==> config.mk <==
export PLATFORM = sky130hd
export DESIGN_NAME = light_adc_timing
export DESIGN_NICKNAME = d
export VERILOG_FILES = /design/src/pkg/light_adc_pkg.sv /design/src/hw/light_adc_timing.sv /design/src/hw/osc_divider.sv
export VERILOG_INCLUDE_DIRS = /design/src /design/src/pkg
export SDC_FILE = /design/constraint.sdc
export NUM_CORES = 1
export LEC_CHECK = 0
export BUFFER_PORTS_ARGS = -buffer_cell sky130_fd_sc_hd__buf_2
export CORE_ASPECT_RATIO = 0.8
export CORE_UTILIZATION = 25
export CTS_CLUSTER_DIAMETER = 50
export DETAILED_ROUTE_END_ITERATION = 7
export SLEW_MARGIN = 0
export SYNTH_ARGS = -nofsm -noshare
export SYNTH_HDL_FRONTEND = slang
export SYNTH_SLANG_ARGS = --single-unit
==> constraint.sdc <==
create_clock -name clk_i -period 3.35 [get_ports clk_i]
set_input_delay 0.67 -clock clk_i [delete_from_list [all_inputs] [get_ports clk_i]]
set_output_delay 0.67 -clock clk_i [all_outputs]
set_load 0.05 [all_outputs]
==> src/pkg/light_adc_consts.svh <==
// register offsets, field positions, reset values and timing counts of the light adc timing block
// assumes a 250 MHz system clock and a classic wishbone slave with byte addresses
`ifndef LIGHT_ADC_CONSTS_SVH
`define LIGHT_ADC_CONSTS_SVH
`define REG_CMD 8'h00
`define REG_CTRL 8'h04
`define REG_RESULT 8'h08
`define REG_TIMER 8'h0c
`define REG_SYNC 8'h10
`define REG_STATUS 8'h14
`define CMD_EN_BIT 7
`define CMD_EXT_BIT 5
`define CMD_WIDTH_LSB 0
`define CTRL_GAIN_LSB 2
`define SYNC_BIT 0
`define CMD_RESET 8'h00
`define CTRL_RESET 8'h00
`define WIDTH_CYC_00 17'h10000
`define WIDTH_CYC_01 17'h01000
`define WIDTH_CYC_10 17'h00100
`define WIDTH_CYC_11 17'h00010
`define RANGE_CONST_1 16'h03cd
`define RANGE_CONST_2 16'h0f34
`define RANGE_CONST_3 16'h3cd0
`define RANGE_CONST_4 16'hf340
`define CLK_FREQ_KHZ 250000
`define OSC_FAST_KHZ 655
`define OSC_DIV_FAST (`CLK_FREQ_KHZ / `OSC_FAST_KHZ)
`endif

==> src/pkg/light_adc_pkg.sv <==
// types shared by the light adc timing block
// assumes nothing beyond a SystemVerilog compiler
package light_adc_pkg;
  typedef struct packed {
    logic enable;
    logic ext_mode;
    logic [1:0] width;
    logic [1:0] gain;
  } cfg_type;
  typedef enum logic [2:0] {
    ST_IDLE = 3'b001,
    ST_WAIT = 3'b010,
    ST_INTEG = 3'b100
  } state_type;
endpackage
==> src/hw/light_adc_timing.sv <==
// integration timing of the light sensor adc with a wishbone register file
// assumes classic wishbone, a synchronous photo sample and one 250 MHz clock
`timescale 1ns/100ps
`default_nettype none
`include "light_adc_consts.svh"
module light_adc_timing
  import light_adc_pkg::*;
#(
  parameter int OSC_DIV = `OSC_DIV_FAST
) (
  input wire logic clk_i,
  input wire logic rst_i,
  input wire logic [7:0] adr_i,
  input wire logic [31:0] dat_i,
  input wire logic [3:0] sel_i,
  input wire logic we_i,
  input wire logic cyc_i,
  input wire logic stb_i,
  output logic ack_o,
  output logic [31:0] dat_o,
  input wire logic photo_i,
  output logic [15:0] range_const_o,
  output logic integrating_o,
  output logic conv_done_o
);
  cfg_type cfg_q, cfg_d;
  localparam logic [7:0] CMD_INIT = `CMD_RESET;
  localparam logic [7:0] CTRL_INIT = `CTRL_RESET;
  localparam cfg_type CFG_INIT = '{CMD_INIT[`CMD_EN_BIT], CMD_INIT[`CMD_EXT_BIT],
    CMD_INIT[`CMD_WIDTH_LSB +: 2], CTRL_INIT[`CTRL_GAIN_LSB +: 2]}; // fields picked out of the reset words
  state_type state_q, state_d;
  logic ack_q, ack_d;
  logic [31:0] dat_q, dat_d;
  logic [15:0] range_q, range_d;
  logic [16:0] count_q, count_d;
  logic [15:0] acc_q, acc_d;
  logic [15:0] result_q, result_d;
  logic [15:0] timer_q, timer_d;
  logic done_q, done_d;
  logic req, wr, cfg_wr, sync_wr, tick, int_end, ext_end;
  logic [16:0] cnt_now, period;
  logic [15:0] acc_now;

  function automatic logic [16:0] width_cycles(input logic [1:0] w);
    case (w)
      2'b00: width_cycles = `WIDTH_CYC_00;
      2'b01: width_cycles = `WIDTH_CYC_01;
      2'b10: width_cycles = `WIDTH_CYC_10;
      default: width_cycles = `WIDTH_CYC_11;
    endcase
  endfunction

  function automatic logic [15:0] range_const(input logic [1:0] g);
    case (g)
      2'b00: range_const = `RANGE_CONST_1;
      2'b01: range_const = `RANGE_CONST_2;
      2'b10: range_const = `RANGE_CONST_3;
      default: range_const = `RANGE_CONST_4;
    endcase
  endfunction

  // a full 2^16 count does not fit sixteen bits, so it pins at the top code
  function automatic logic [15:0] sat16(input logic [16:0] v);
    sat16 = v[16] ? 16'hffff : v[15:0];
  endfunction

  // oscillator tick, slowed down in the two low gain ranges
  osc_divider #(
    .DIV(OSC_DIV)
  ) u_osc (
    .clk_i(clk_i),
    .rst_i(rst_i),
    .half_i(!cfg_q.gain[1]),
    .tick_o(tick)
  );

  // wishbone decode: writes act on the first cycle of a request, ack follows one cycle later
  always_comb
  begin
    req = cyc_i && stb_i && !ack_q;
    wr = req && we_i && sel_i[0];
    cfg_wr = wr && (adr_i == `REG_CMD || adr_i == `REG_CTRL);
    sync_wr = wr && adr_i == `REG_SYNC && dat_i[`SYNC_BIT];
    cfg_d = cfg_q;
    if (wr && adr_i == `REG_CMD)
    begin
      cfg_d.enable = dat_i[`CMD_EN_BIT];
      cfg_d.ext_mode = dat_i[`CMD_EXT_BIT];
      cfg_d.width = dat_i[`CMD_WIDTH_LSB +: 2];
    end
    if (wr && adr_i == `REG_CTRL)
      cfg_d.gain = dat_i[`CTRL_GAIN_LSB +: 2];
    range_d = range_const(cfg_d.gain);
    ack_d = req;
    dat_d = 32'h0000_0000;
    if (req && !we_i)
    begin
      case (adr_i)
        `REG_CMD: dat_d[7:0] = {cfg_q.enable, 1'b0, cfg_q.ext_mode, 3'b000, cfg_q.width};
        `REG_CTRL: dat_d[7:0] = {4'h0, cfg_q.gain, 2'b00};
        `REG_RESULT: dat_d[15:0] = result_q;
        `REG_TIMER: dat_d[15:0] = timer_q;
        `REG_STATUS: dat_d = {12'h000, state_q, count_q};
        default: dat_d = 32'h0000_0000;
      endcase
    end
  end

  // integration sequencer; a tick and a closing boundary in one cycle both count
  always_comb
  begin
    period = width_cycles(cfg_q.width);
    cnt_now = count_q;
    acc_now = acc_q;
    if (tick && state_q == ST_INTEG && count_q != 17'h10000)
    begin
      cnt_now = count_q + 17'h00001;
      acc_now = (photo_i && acc_q != 16'hffff) ? acc_q + 16'h0001 : acc_q;
    end
    int_end = state_q == ST_INTEG && !cfg_q.ext_mode && tick && cnt_now == period;
    ext_end = state_q == ST_INTEG && cfg_q.ext_mode && sync_wr;
    state_d = state_q;
    count_d = cnt_now;
    acc_d = acc_now;
    result_d = result_q;
    timer_d = timer_q;
    done_d = 1'b0;
    case (state_q)
      ST_IDLE:
      begin
        count_d = 17'h00000;
        acc_d = 16'h0000;
        if (cfg_q.enable)
          state_d = cfg_q.ext_mode ? ST_WAIT : ST_INTEG;
      end
      ST_WAIT:
      begin
        count_d = 17'h00000;
        acc_d = 16'h0000;
        if (sync_wr)
          state_d = ST_INTEG;
      end
      ST_INTEG:
      begin
        if (int_end || ext_end)
        begin
          result_d = acc_now;
          if (ext_end)
            timer_d = sat16(cnt_now);
          count_d = 17'h00000;
          acc_d = 16'h0000;
          done_d = 1'b1;
        end
      end
      default: state_d = ST_IDLE;
    endcase
    // a new configuration abandons the integration in flight
    if (cfg_wr || !cfg_q.enable)
      state_d = ST_IDLE;
  end

  always_ff @(posedge clk_i)
  begin
    if (rst_i)
    begin
      cfg_q <= CFG_INIT;
      ack_q <= 1'b0;
      dat_q <= 32'h0000_0000;
      range_q <= `RANGE_CONST_1;
      state_q <= ST_IDLE;
      count_q <= 17'h00000;
      acc_q <= 16'h0000;
      result_q <= 16'h0000;
      timer_q <= 16'h0000;
      done_q <= 1'b0;
    end
    else
    begin
      cfg_q <= cfg_d;
      ack_q <= ack_d;
      dat_q <= dat_d;
      range_q <= range_d;
      state_q <= state_d;
      count_q <= count_d;
      acc_q <= acc_d;
      result_q <= result_d;
      timer_q <= timer_d;
      done_q <= done_d;
    end
  end

  assign ack_o = ack_q;
  assign dat_o = dat_q;
  assign range_const_o = range_q;
  assign integrating_o = (state_q == ST_INTEG);
  assign conv_done_o = done_q;

  // helper: cycles since the last tick and whether the rate held steady meanwhile
  logic [15:0] gap_q;
  logic steady_q, seen_q;
  always_ff @(posedge clk_i)
  begin
    if (rst_i)
    begin
      gap_q <= 16'h0000;
      steady_q <= 1'b0;
      seen_q <= 1'b0;
    end
    else
    begin
      gap_q <= tick ? 16'h0000 : gap_q + 16'h0001;
      steady_q <= tick ? 1'b1 : steady_q && (cfg_d.gain[1] == cfg_q.gain[1]);
      seen_q <= seen_q || tick;
    end
  end
endmodule
`default_nettype wire

==> src/hw/osc_divider.sv <==
// conversion oscillator as a one-cycle tick derived from the system clock
// assumes a synchronous active-high reset; half_i halves the tick rate
`timescale 1ns/100ps
`default_nettype none
module osc_divider #(
  parameter int DIV = 381
) (
  input wire logic clk_i,
  input wire logic rst_i,
  input wire logic half_i,
  output logic tick_o
);
  localparam logic [15:0] LIM_FAST = 16'(DIV - 1);
  localparam logic [15:0] LIM_SLOW = 16'(2 * DIV - 1);
  logic [15:0] cnt_q;
  logic [15:0] cnt_d;
  logic [15:0] lim;

  // slow ranges wait twice as long between ticks
  always_comb
  begin
    lim = half_i ? LIM_SLOW : LIM_FAST;
    tick_o = (cnt_q >= lim);
    cnt_d = tick_o ? 16'h0000 : cnt_q + 16'h0001;
  end

  always_ff @(posedge clk_i)
  begin
    if (rst_i)
      cnt_q <= 16'h0000;
    else
      cnt_q <= cnt_d;
  end
endmodule
`default_nettype wire

==> impl_metrics.env, run 1 <==
export IMPL_port_buffers=58
export IMPL_yosysMostFrequentCell="dfxtp_1"
export IMPL_vdd_drop_max_mv=0.2755
export IMPL_yosys_area_share_simple_pct=23.02
export IMPL_wl_per_cell_um=15.35
export IMPL_min_period_over_period_pct=92.57
export IMPL_post_route_util_pct=30.94
export IMPL_status="finished clean"
export IMPL_seq_area_frac_synth_pct=40.74
export IMPL_combPwrFrac_pct=2.2
export IMPL_postCtsSetupBuffers=0
export IMPL_grt_pass1_vias=4824
export IMPL_cp_max_fo=8
export IMPL_crit_end="result_q[3]"
export IMPL_drc=0
export IMPL_drtIter0Drc=467
export IMPL_fmax_ghz=0.3225
export IMPL_rr_worst_depth=10
export IMPL_netlist_top_cells_count="dfxtp_1, nor2_1, nor3_1, xor2_1"
export IMPL_timing_setup_tns_ns=0
export IMPL_synth_cell_type_count=68
export IMPL_critPathCaptureType="flop"
export IMPL_grt_overflow=0
export IMPL_holdBufCountCts=0
export IMPL_finalWeightedCongestion=0.9302
export IMPL_holdPathStages=1
export IMPL_start_kind="flop"
export IMPL_layout_nets=774
export IMPL_fin_cells=1035
export IMPL_dp_hpwl_um=11490
export IMPL_r2r_setup_slack_ns=0.25
export IMPL_synth_top_area_share_pct=40.74
export IMPL_swShare_pct=22.05
export IMPL_cts_resized=0
export IMPL_die_h_um=139.9
export IMPL_synth_warnings=0
export IMPL_area_delta_synth_final_pct=21.76
export IMPL_rsz0062_at_grt="false"
export IMPL_clock_sinks=121
export IMPL_drt_pass1_iterations=5
export IMPL_diodes=0
export IMPL_track_usage_pct=13.47
export IMPL_synth_seq_cells=121
export IMPL_total_power_mw=3.433
export IMPL_synthTopCellsByArea="dfxtp_1, xor2_1, nor2_1"
export IMPL_wl_um=15880
export IMPL_grt_max_degree=34
export IMPL_p_sw_mw=0.7570
export IMPL_worst_pin_slew_ns=0.7738
export IMPL_cts_reportedPaths_clkPinSlew_ns=0.06
export IMPL_clock_power_share_pct=55.6
export IMPL_leakage_nw=2.630
export IMPL_synth_compound_area_share_pct=17.80
export IMPL_seqPwrFrac_pct=42.1
export IMPL_synth_edf_count=0
export IMPL_required_ns=3.68
export IMPL_r2r_start="cfg_q[1]"
export IMPL_core_rowCount=50
export IMPL_r2r_end="result_q[3]"
export IMPL_htreeDepth=4
export IMPL_whs_ns=0.4942
export IMPL_die_w_um=174.4
export IMPL_antenna_found_initial=0
export IMPL_grt_pass1_wl_um=25450
export IMPL_clockBufferDepth=2
export IMPL_io_pins=101
export IMPL_placedCellCount=1003
export IMPL_synthAdderAreaFrac_pct=2.946
export IMPL_yosys_area_top_type="dfxtp_1"
export IMPL_cts_tree="yes"
export IMPL_hold_path_class="flop to flop"
export IMPL_initial_core_util_pct=25.41
export IMPL_finClkSkew_ns=0.01084
export IMPL_vias=5033
export IMPL_p_per_area_nw_per_um2=474.2
export IMPL_cts_inserted_buffers=17
export IMPL_setup_viol=0
export IMPL_crit_type="flop to flop"
export IMPL_synth_top_family_by_area="simple AND/OR/NAND/NOR gates"
export IMPL_syn_area_um2=5946
export IMPL_hp_start="u_osc.cnt_q[0]"
export IMPL_synth_xor_area_share_pct=7.365
export IMPL_async_flop_share_pct=0
export IMPL_report_final_hold_viol_count=0
export IMPL_layout_drive_gt1_share_pct=21.85
export IMPL_ant_nets=0
export IMPL_p_int_mw=2.676
export IMPL_insertion_delay_ns=0.43
export IMPL_layout_min_cycle_time_ns=3.101
export IMPL_syn_area_per_cell_um2=9.175
export IMPL_synth_main_ff_cell="dfxtp_1"
export IMPL_die_area_um2=24410
export IMPL_via_per_inst=4.863
export IMPL_syn_inst=648
export IMPL_max_slew_margin_pct=47.87
export IMPL_core_area_um2=23400
export IMPL_root_buffer="clkbuf_16"
export IMPL_drv_slew=0
export IMPL_cp_arrival_ns=3.43
export IMPL_maxCapViolCount=0
export IMPL_synth_area_mux_share_pct=1.094
export IMPL_cp_startpoint="cfg_q[1]"
worst max-delay path, stage by stage (launching register included):
cell and delay, ns:
dfxtp_1 0.34, buf_4 0.17, ha_1 0.33, nand2_1 0.11, or4_1 0.57, a21oi_2 0.31
a22oi_2 0.19, nor4_4 0.43, buf_4 0.23, a311oi_1 0.10, a211oi_1 0.24
layout make-up:
cell class	instances	area, µm²
clock buffer	20	456.7
clock inverter	12	162.7
fill	2454	16160
inverter	13	48.80
multi-input combinational	463	3173
sequential	121	2422
tap	312	390.4
timing repair buffer	94	585.6
registers in the layout, indices dropped and copies added, names as in the netlist:
name           count
u_osc.cnt_q       16
timer_q           16
ack_o              1
range_const_o      9
acc_q             16
result_q          16
cfg_q              6
state_q            3
count_q           17
conv_done_o        1
dat_o             20
metrics by stage:
step                      worst slack [ns]  instance area, µm²
after floorplan                     0.5248                6010
after global placement              0.3089                6620
after detailed placement            0.3029                6620
after CTS                           0.2915                7239
after global routing               0.01030                7239
final                               0.2490                7239
logic make-up after synthesis:
logic type	Yosys count
other cells	1
simple gates	251
xor+xnor	50
buf+inv	81
fa+ha+maj	14
compound gates	124
mux	6
flops	121
power groups by stage:
stage	Combinational (mW)	Sequential, mW	Clock, mW
final	0.0769	1.45	1.91
after global routing	0.0813	1.45	2.00
after CTS	0.0769	1.45	1.94
after detailed placement	0.0767	1.48	0
after global placement	0.0763	1.48	0
after floorplan	0.0648	1.48	0
placed cells by master, fill, tap and decap left out, types with 14 or more instances in the layout:
master     synthesis  layout
xnor2_1           18      18
conb_1             1      18
nor3_1            40      40
nand3_1           26      26
buf_2             15      58
dfxtp_1          121     121
nand2_1           28      28
ha_1              14      14
buf_4             20      34
nor2_1            65      65
clkbuf_16          0      17
a311oi_1          16      16
a22o_1            16      16
a211oi_1          23      23
xor2_1            32      32
per-layer routing:
| metal | up-vias | GRT usage [%] | share of wire [%] |
|---|---|---|---|
| met5 | - | 0 | 0 |
| met4 | 0 | 6.094 | 2.3 |
| met3 | 25 | 3.800 | 6.2 |
| met2 | 154 | 19.79 | 42 |
| met1 | 2409 | 18.18 | 49 |
| li1 | 2445 | - | - |
how the worst min path moves through the flow:
stage | endpoint | slack, ns
2_1_floorplan | u_osc.cnt_q[0] | 0.44
3_3_place_gp | u_osc.cnt_q[0] | 0.47
3_5_place_dp | u_osc.cnt_q[0] | 0.48
4_1_cts | cfg_q[4] | 0.49
5_1_grt | cfg_q[4] | 0.50
6_report | u_osc.cnt_q[0] | 0.49
Power figures use the tool's default switching activity.
==> inputs of run 2 (changes only) <==
CORE_MARGIN = 5   (was unset)
clock period = 3.9 ns   (was 3.35 ns; I/O delays follow)
==> impl_metrics.env, run 2 (synthesis gave the netlist of run 1 again) <==
export IMPL_hold_path_class="flop to flop"
export IMPL_hp_start="u_osc.cnt_q[0]"
export IMPL_max_slew_margin_pct=47.84
export IMPL_drv_slew=0
export IMPL_whs_ns=0.4900
export IMPL_htreeDepth=4
export IMPL_r2r_start="cfg_q[1]"
export IMPL_track_usage_pct=12.22
export IMPL_root_buffer="clkbuf_16"
export IMPL_initial_core_util_pct=25.41
export IMPL_holdPathStages=1
export IMPL_timing_setup_tns_ns=0
export IMPL_die_h_um=147.9
export IMPL_p_per_area_nw_per_um2=416.6
export IMPL_layout_nets=757
export IMPL_dpl_instance_area_um2=6480
export IMPL_holdBufCountCts=0
export IMPL_core_area_um2=23400
export IMPL_cts_tree="yes"
export IMPL_layout_min_cycle_time_ns=3.239
export IMPL_vdd_drop_max_mv=0.2141
export IMPL_io_pins=101
export IMPL_grt_pass1_vias=4816
export IMPL_area_delta_synth_final_pct=19.44
export IMPL_critPathCaptureType="flop"
export IMPL_antenna_found_initial=0
export IMPL_r2r_setup_slack_ns=0.66
export IMPL_insertion_delay_ns=0.43
export IMPL_diodes=0
export IMPL_grt_pass1_wl_um=26190
export IMPL_cp_max_fo=30
export IMPL_final_common_cell="dfxtp_1"
export IMPL_n_fill_cell=2483
export IMPL_worst_pin_slew_ns=0.7742
export IMPL_status="finished clean"
export IMPL_vias=5067
export IMPL_postCtsSetupBuffers=0
export IMPL_clock_sinks=121
export IMPL_max_stage_delay_ns=0.50
export IMPL_finClkSkew_ns=0.01451
export IMPL_leakage_nw=2.540
export IMPL_path_buf_inv=2
export IMPL_drtIter0Drc=560
export IMPL_grt_overflow=0
export IMPL_clockBufferDepth=2
export IMPL_via_per_inst=4.977
export IMPL_crit_type="flop to flop"
export IMPL_cp_arrival_ns=3.52
export IMPL_required_ns=4.19
export IMPL_worstPathCellList="inv_1 > ha_1 > a211oi_1 > nor4_4 > o21ai_1 > xnor2_1 > o311a_1 > and3_1 > buf_12 > nor3_1"
export IMPL_maxCapViolCount=0
export IMPL_rsz0062_at_grt="false"
export IMPL_final_cell_mix="dfxtp_1, nor2_1, buf_2, nor3_1, xor2_1"
export IMPL_rr_worst_depth=10
export IMPL_cts_inserted_buffers=17
export IMPL_cpLargestDelayFamily="compound AO/OA/AOI/OAI gates"
export IMPL_multi_input_area_um2=3173
export IMPL_fin_area_um2=7102
export IMPL_port_buffers=58
export IMPL_setup_viol=0
export IMPL_die_w_um=182.4
export IMPL_die_area_um2=26990
export IMPL_core_rowCount=50
export IMPL_r2r_end="count_q[9]"
export IMPL_grt_max_degree=36
export IMPL_cts_resized=0
export IMPL_dp_hpwl_um=11360
export IMPL_finalWeightedCongestion=0.9250
export IMPL_min_period_over_period_pct=83.05
export IMPL_cts_reportedPaths_clkPinSlew_ns=0.06
export IMPL_largest_reg_flops=20
export IMPL_layout_drive_gt1_share_pct=20.11
export IMPL_drc=0
export IMPL_wl_um=16300
export IMPL_ff_latch_area_um2=2422
export IMPL_start_kind="flop"
export IMPL_slowest_stage="o311a_1"
export IMPL_fmax_ghz=0.3087
export IMPL_ant_nets=0
export IMPL_hold_path_end="u_osc.cnt_q[0]"
export IMPL_wl_per_cell_um=16.01
export IMPL_drt_pass1_iterations=5
export IMPL_report_final_hold_viol_count=0
==> run 2: cell count changes in the layout (fill, tap and decap cells not counted) <==
cell and delta:
clkbuf_8 -1, buf_12 -1, inv_8 +1, inv_6 +1, buf_4 -16, clkbuf_1 -1
==> run 2: power by group <==
group | internal [mW] | switching, mW | total [mW] | leakage [nW]
Combinational | 0.0125 | 0.0541 | 0.0667 | 1.26
Clock | 1.04 | 0.614 | 1.65 | 0.300
Sequential | 1.24 | 0.00208 | 1.24 | 0.976
==> run 2: how the worst max path moves through the flow <==
| stage | depth (start not counted) | end | slack (ns) | start |
|---|---|---|---|---|
| final | 10 | count_q[9] | 0.66 | cfg_q[1] |
| after global routing | 10 | result_q[9] | 0.37 | cfg_q[1] |
| after CTS | 10 | count_q[9] | 0.64 | cfg_q[1] |
| after detailed placement | 10 | count_q[3] | 0.67 | cfg_q[1] |
| after global placement | 10 | count_q[13] | 0.70 | cfg_q[1] |
| after floorplan | 10 | timer_q[10] | 1.01 | adr_i[1] |
==> run 2: layout make-up <==
type / instances / area share (%)
clock inverters: 14 / 2.572
clock buffers: 18 / 6.184
inverters: 13 / 0.6871
multi-input cells: 463 / 44.68
well taps: 312 / 5.497
flip-flops and latches: 121 / 34.11
repair buffers: 77 / 6.272
==> run 2: stage by stage <==
step           util [%]  setup slack, ns  total power, mW  instances
2_1_floorplan         -            1.010            1.326        665
3_3_place_gp      27.70           0.7043            1.335        986
3_5_place_dp      27.70           0.6684            1.335        986
4_1_cts           30.35           0.6432            2.988       1018
5_1_grt           30.35           0.3722            3.051       1018
6_report          30.35           0.6610            2.958       1018
==> run 2: routing by layer <==
metal / GRT usage (%) / routed length (µm)
met5: 0 / 0
met1: 16.56 / 7479
met4: 4.089 / 295
met2: 18.20 / 6985
met3: 4.207 / 1538
==> inputs of run 3 (changes only) <==
clock period = 2.8 ns   (was 3.9 ns; I/O delays follow)
==> impl_metrics.env, run 3 (synthesis gave the netlist of run 1 again) <==
export IMPL_placedCellCount=1054
export IMPL_setup_viol=20
export IMPL_crit_type="flop to flop"
export IMPL_wl_per_cell_um=15.86
export IMPL_dp_hpwl_um=12580
export IMPL_io_pins=101
export IMPL_fin_cells=1090
export IMPL_finClkSkew_ns=0.01337
export IMPL_worst_pin_slew_ns=0.7412
export IMPL_rsz0062_at_grt="true"
export IMPL_rr_worst_depth=11
export IMPL_leakage_nw=2.955
export IMPL_whs_ns=0.3907
export IMPL_core_area_um2=23400
export IMPL_cp_max_fo=12
export IMPL_largest_reg_flops=20
export IMPL_required_ns=3.11
export IMPL_die_area_um2=26990
export IMPL_start_kind="flop"
export IMPL_clock_sinks=121
export IMPL_via_per_inst=4.827
export IMPL_drc=0
export IMPL_r2r_end="acc_q[4]"
export IMPL_routed_wl_met3_um=1400
export IMPL_setup_slack_ns=-0.02532
export IMPL_area_delta_synth_final_pct=33.02
export IMPL_port_buffers=58
export IMPL_holdBufCountCts=0
export IMPL_grt_pass1_vias=5089
export IMPL_layout_nets=829
export IMPL_track_usage_pct=12.95
export IMPL_critPathCaptureType="flop"
export IMPL_n_fill_cell=2415
export IMPL_status="finished, violations left"
export IMPL_die_w_um=182.4
export IMPL_maxCapViolCount=0
export IMPL_die_h_um=147.9
export IMPL_highest_layer="met4"
export IMPL_htreeDepth=4
export IMPL_initial_core_util_pct=25.41
export IMPL_max_slew_margin_pct=50.06
export IMPL_root_buffer="clkbuf_16"
export IMPL_cts_tree="yes"
export IMPL_vias=5261
export IMPL_final_cell_mix="dfxtp_1, buf_4, nor2_1, buf_2, nor3_1"
export IMPL_r2r_start="cfg_q[1]"
export IMPL_grt_max_degree=34
export IMPL_r2r_setup_slack_ns=-0.03
export IMPL_fmax_ghz=0.3539
export IMPL_met1_length_um=8183
export IMPL_grt_overflow=0
export IMPL_insertion_delay_ns=0.43
export IMPL_layout_min_cycle_time_ns=2.825
export IMPL_cts_reportedPaths_clkPinSlew_ns=0.06
export IMPL_final_common_cell="dfxtp_1"
export IMPL_grt_pass1_wl_um=27740
export IMPL_multi_input_area_um2=3413
export IMPL_vdd_drop_max_mv=0.3997
export IMPL_p_per_area_nw_per_um2=504.4
export IMPL_finalWeightedCongestion=0.9382
export IMPL_drtIter0Drc=597
export IMPL_clockBufferDepth=2
export IMPL_min_period_over_period_pct=100.9
export IMPL_drv_slew=0
export IMPL_dr_wl_met2_um=7420
export IMPL_diodes=0
export IMPL_hold_path_class="input pin to flop"
export IMPL_core_rowCount=50
export IMPL_drt_pass1_iterations=5
export IMPL_layout_drive_gt1_share_pct=32.26
export IMPL_cp_arrival_ns=3.13
export IMPL_ant_nets=0
export IMPL_hp_start="dat_i[5]"
export IMPL_hold_path_end="cfg_q[4]"
export IMPL_antenna_found_initial=0
export IMPL_holdPathStages=3
export IMPL_wl_um=17290
export IMPL_post_route_util_pct=33.80
export IMPL_ff_latch_area_um2=2429
export IMPL_violations="negative setup slack"
export IMPL_cts_inserted_buffers=17
export IMPL_report_final_hold_viol_count=0
run 3: cell types whose count changed in the layout (fill, tap and decap cells not counted), sizes merged:
cell / before / now
buf: 77 / 148
bufinv: 3 / 1
clkinv: 3 / 5
clkinvlp: 2 / 1
inv: 19 / 21
run 3: where the power goes:
| group | internal [mW] | switching [mW] | total, mW |
|---|---|---|---|
| registers | 1.73 | 0.00280 | 1.73 |
| clock network | 1.25 | 0.911 | 2.16 |
| logic | 0.0207 | 0.0766 | 0.0973 |
| total | 3.00 | 0.990 | 3.99 |
run 3: per-layer routing:
metal,global-route usage (%),vias up
met5,0,-
met2,18.72,161
li1,-,2559
met1,17.73,2516
met4,4.201,0
met3,4.945,25
run 3: layout make-up:
type	instances	share of cell area (%)
sequential	121	30.71
timing repair buffer	149	13.21
multi-input combinational	463	43.16
tap	312	4.936
inverter	13	0.6486
clock inverter	15	1.962
clock buffer	17	5.379
run 3: worst max-delay path, cell delays in order (launching register included):
cell	delay, ns
dfxtp_4	0.37
inv_1	0.09
ha_1	0.32
nand4_1	0.16
o31ai_4	0.39
o211ai_4	0.13
mux2_4	0.36
nor4_4	0.27
buf_4	0.15
and3_4	0.22
clkbuf_16	0.18
nor3_1	0.05
run 3: stage by stage:
step	TNS (ns)	setup WS, ns	power (mW)	instance area, µm²
finish	-0.2632	-0.02532	3.989	7909
global route	-6.965	-0.1838	4.138	7909
CTS	-0.08175	-0.01286	4.038	7725
detailed placement	-2.998	-0.1054	1.863	7048
global placement	-4.255	-0.1507	1.862	7048
floorplan	0	0.001506	1.847	6033
run 3: timing repair:
action / in CTS / in global routing
pin swaps: 8 / 10
setup endpoints to repair: 46 / 47
resized for setup: 16 / 23
setup buffers: 1 / 2
gates cloned: 0 / 1
run 3: worst max-delay path by stage:
stage	start	end	slack, ns	cells past startpoint
2_1_floorplan	cfg_q[1]	result_q[10]	0.002	11
3_3_place_gp	cfg_q[1]	acc_q[7]	-0.15	11
3_5_place_dp	cfg_q[1]	acc_q[6]	-0.11	11
4_1_cts	cfg_q[1]	acc_q[2]	-0.01	11
5_1_grt	count_q[0]	result_q[3]	-0.18	11
6_report	cfg_q[1]	acc_q[4]	-0.03	11
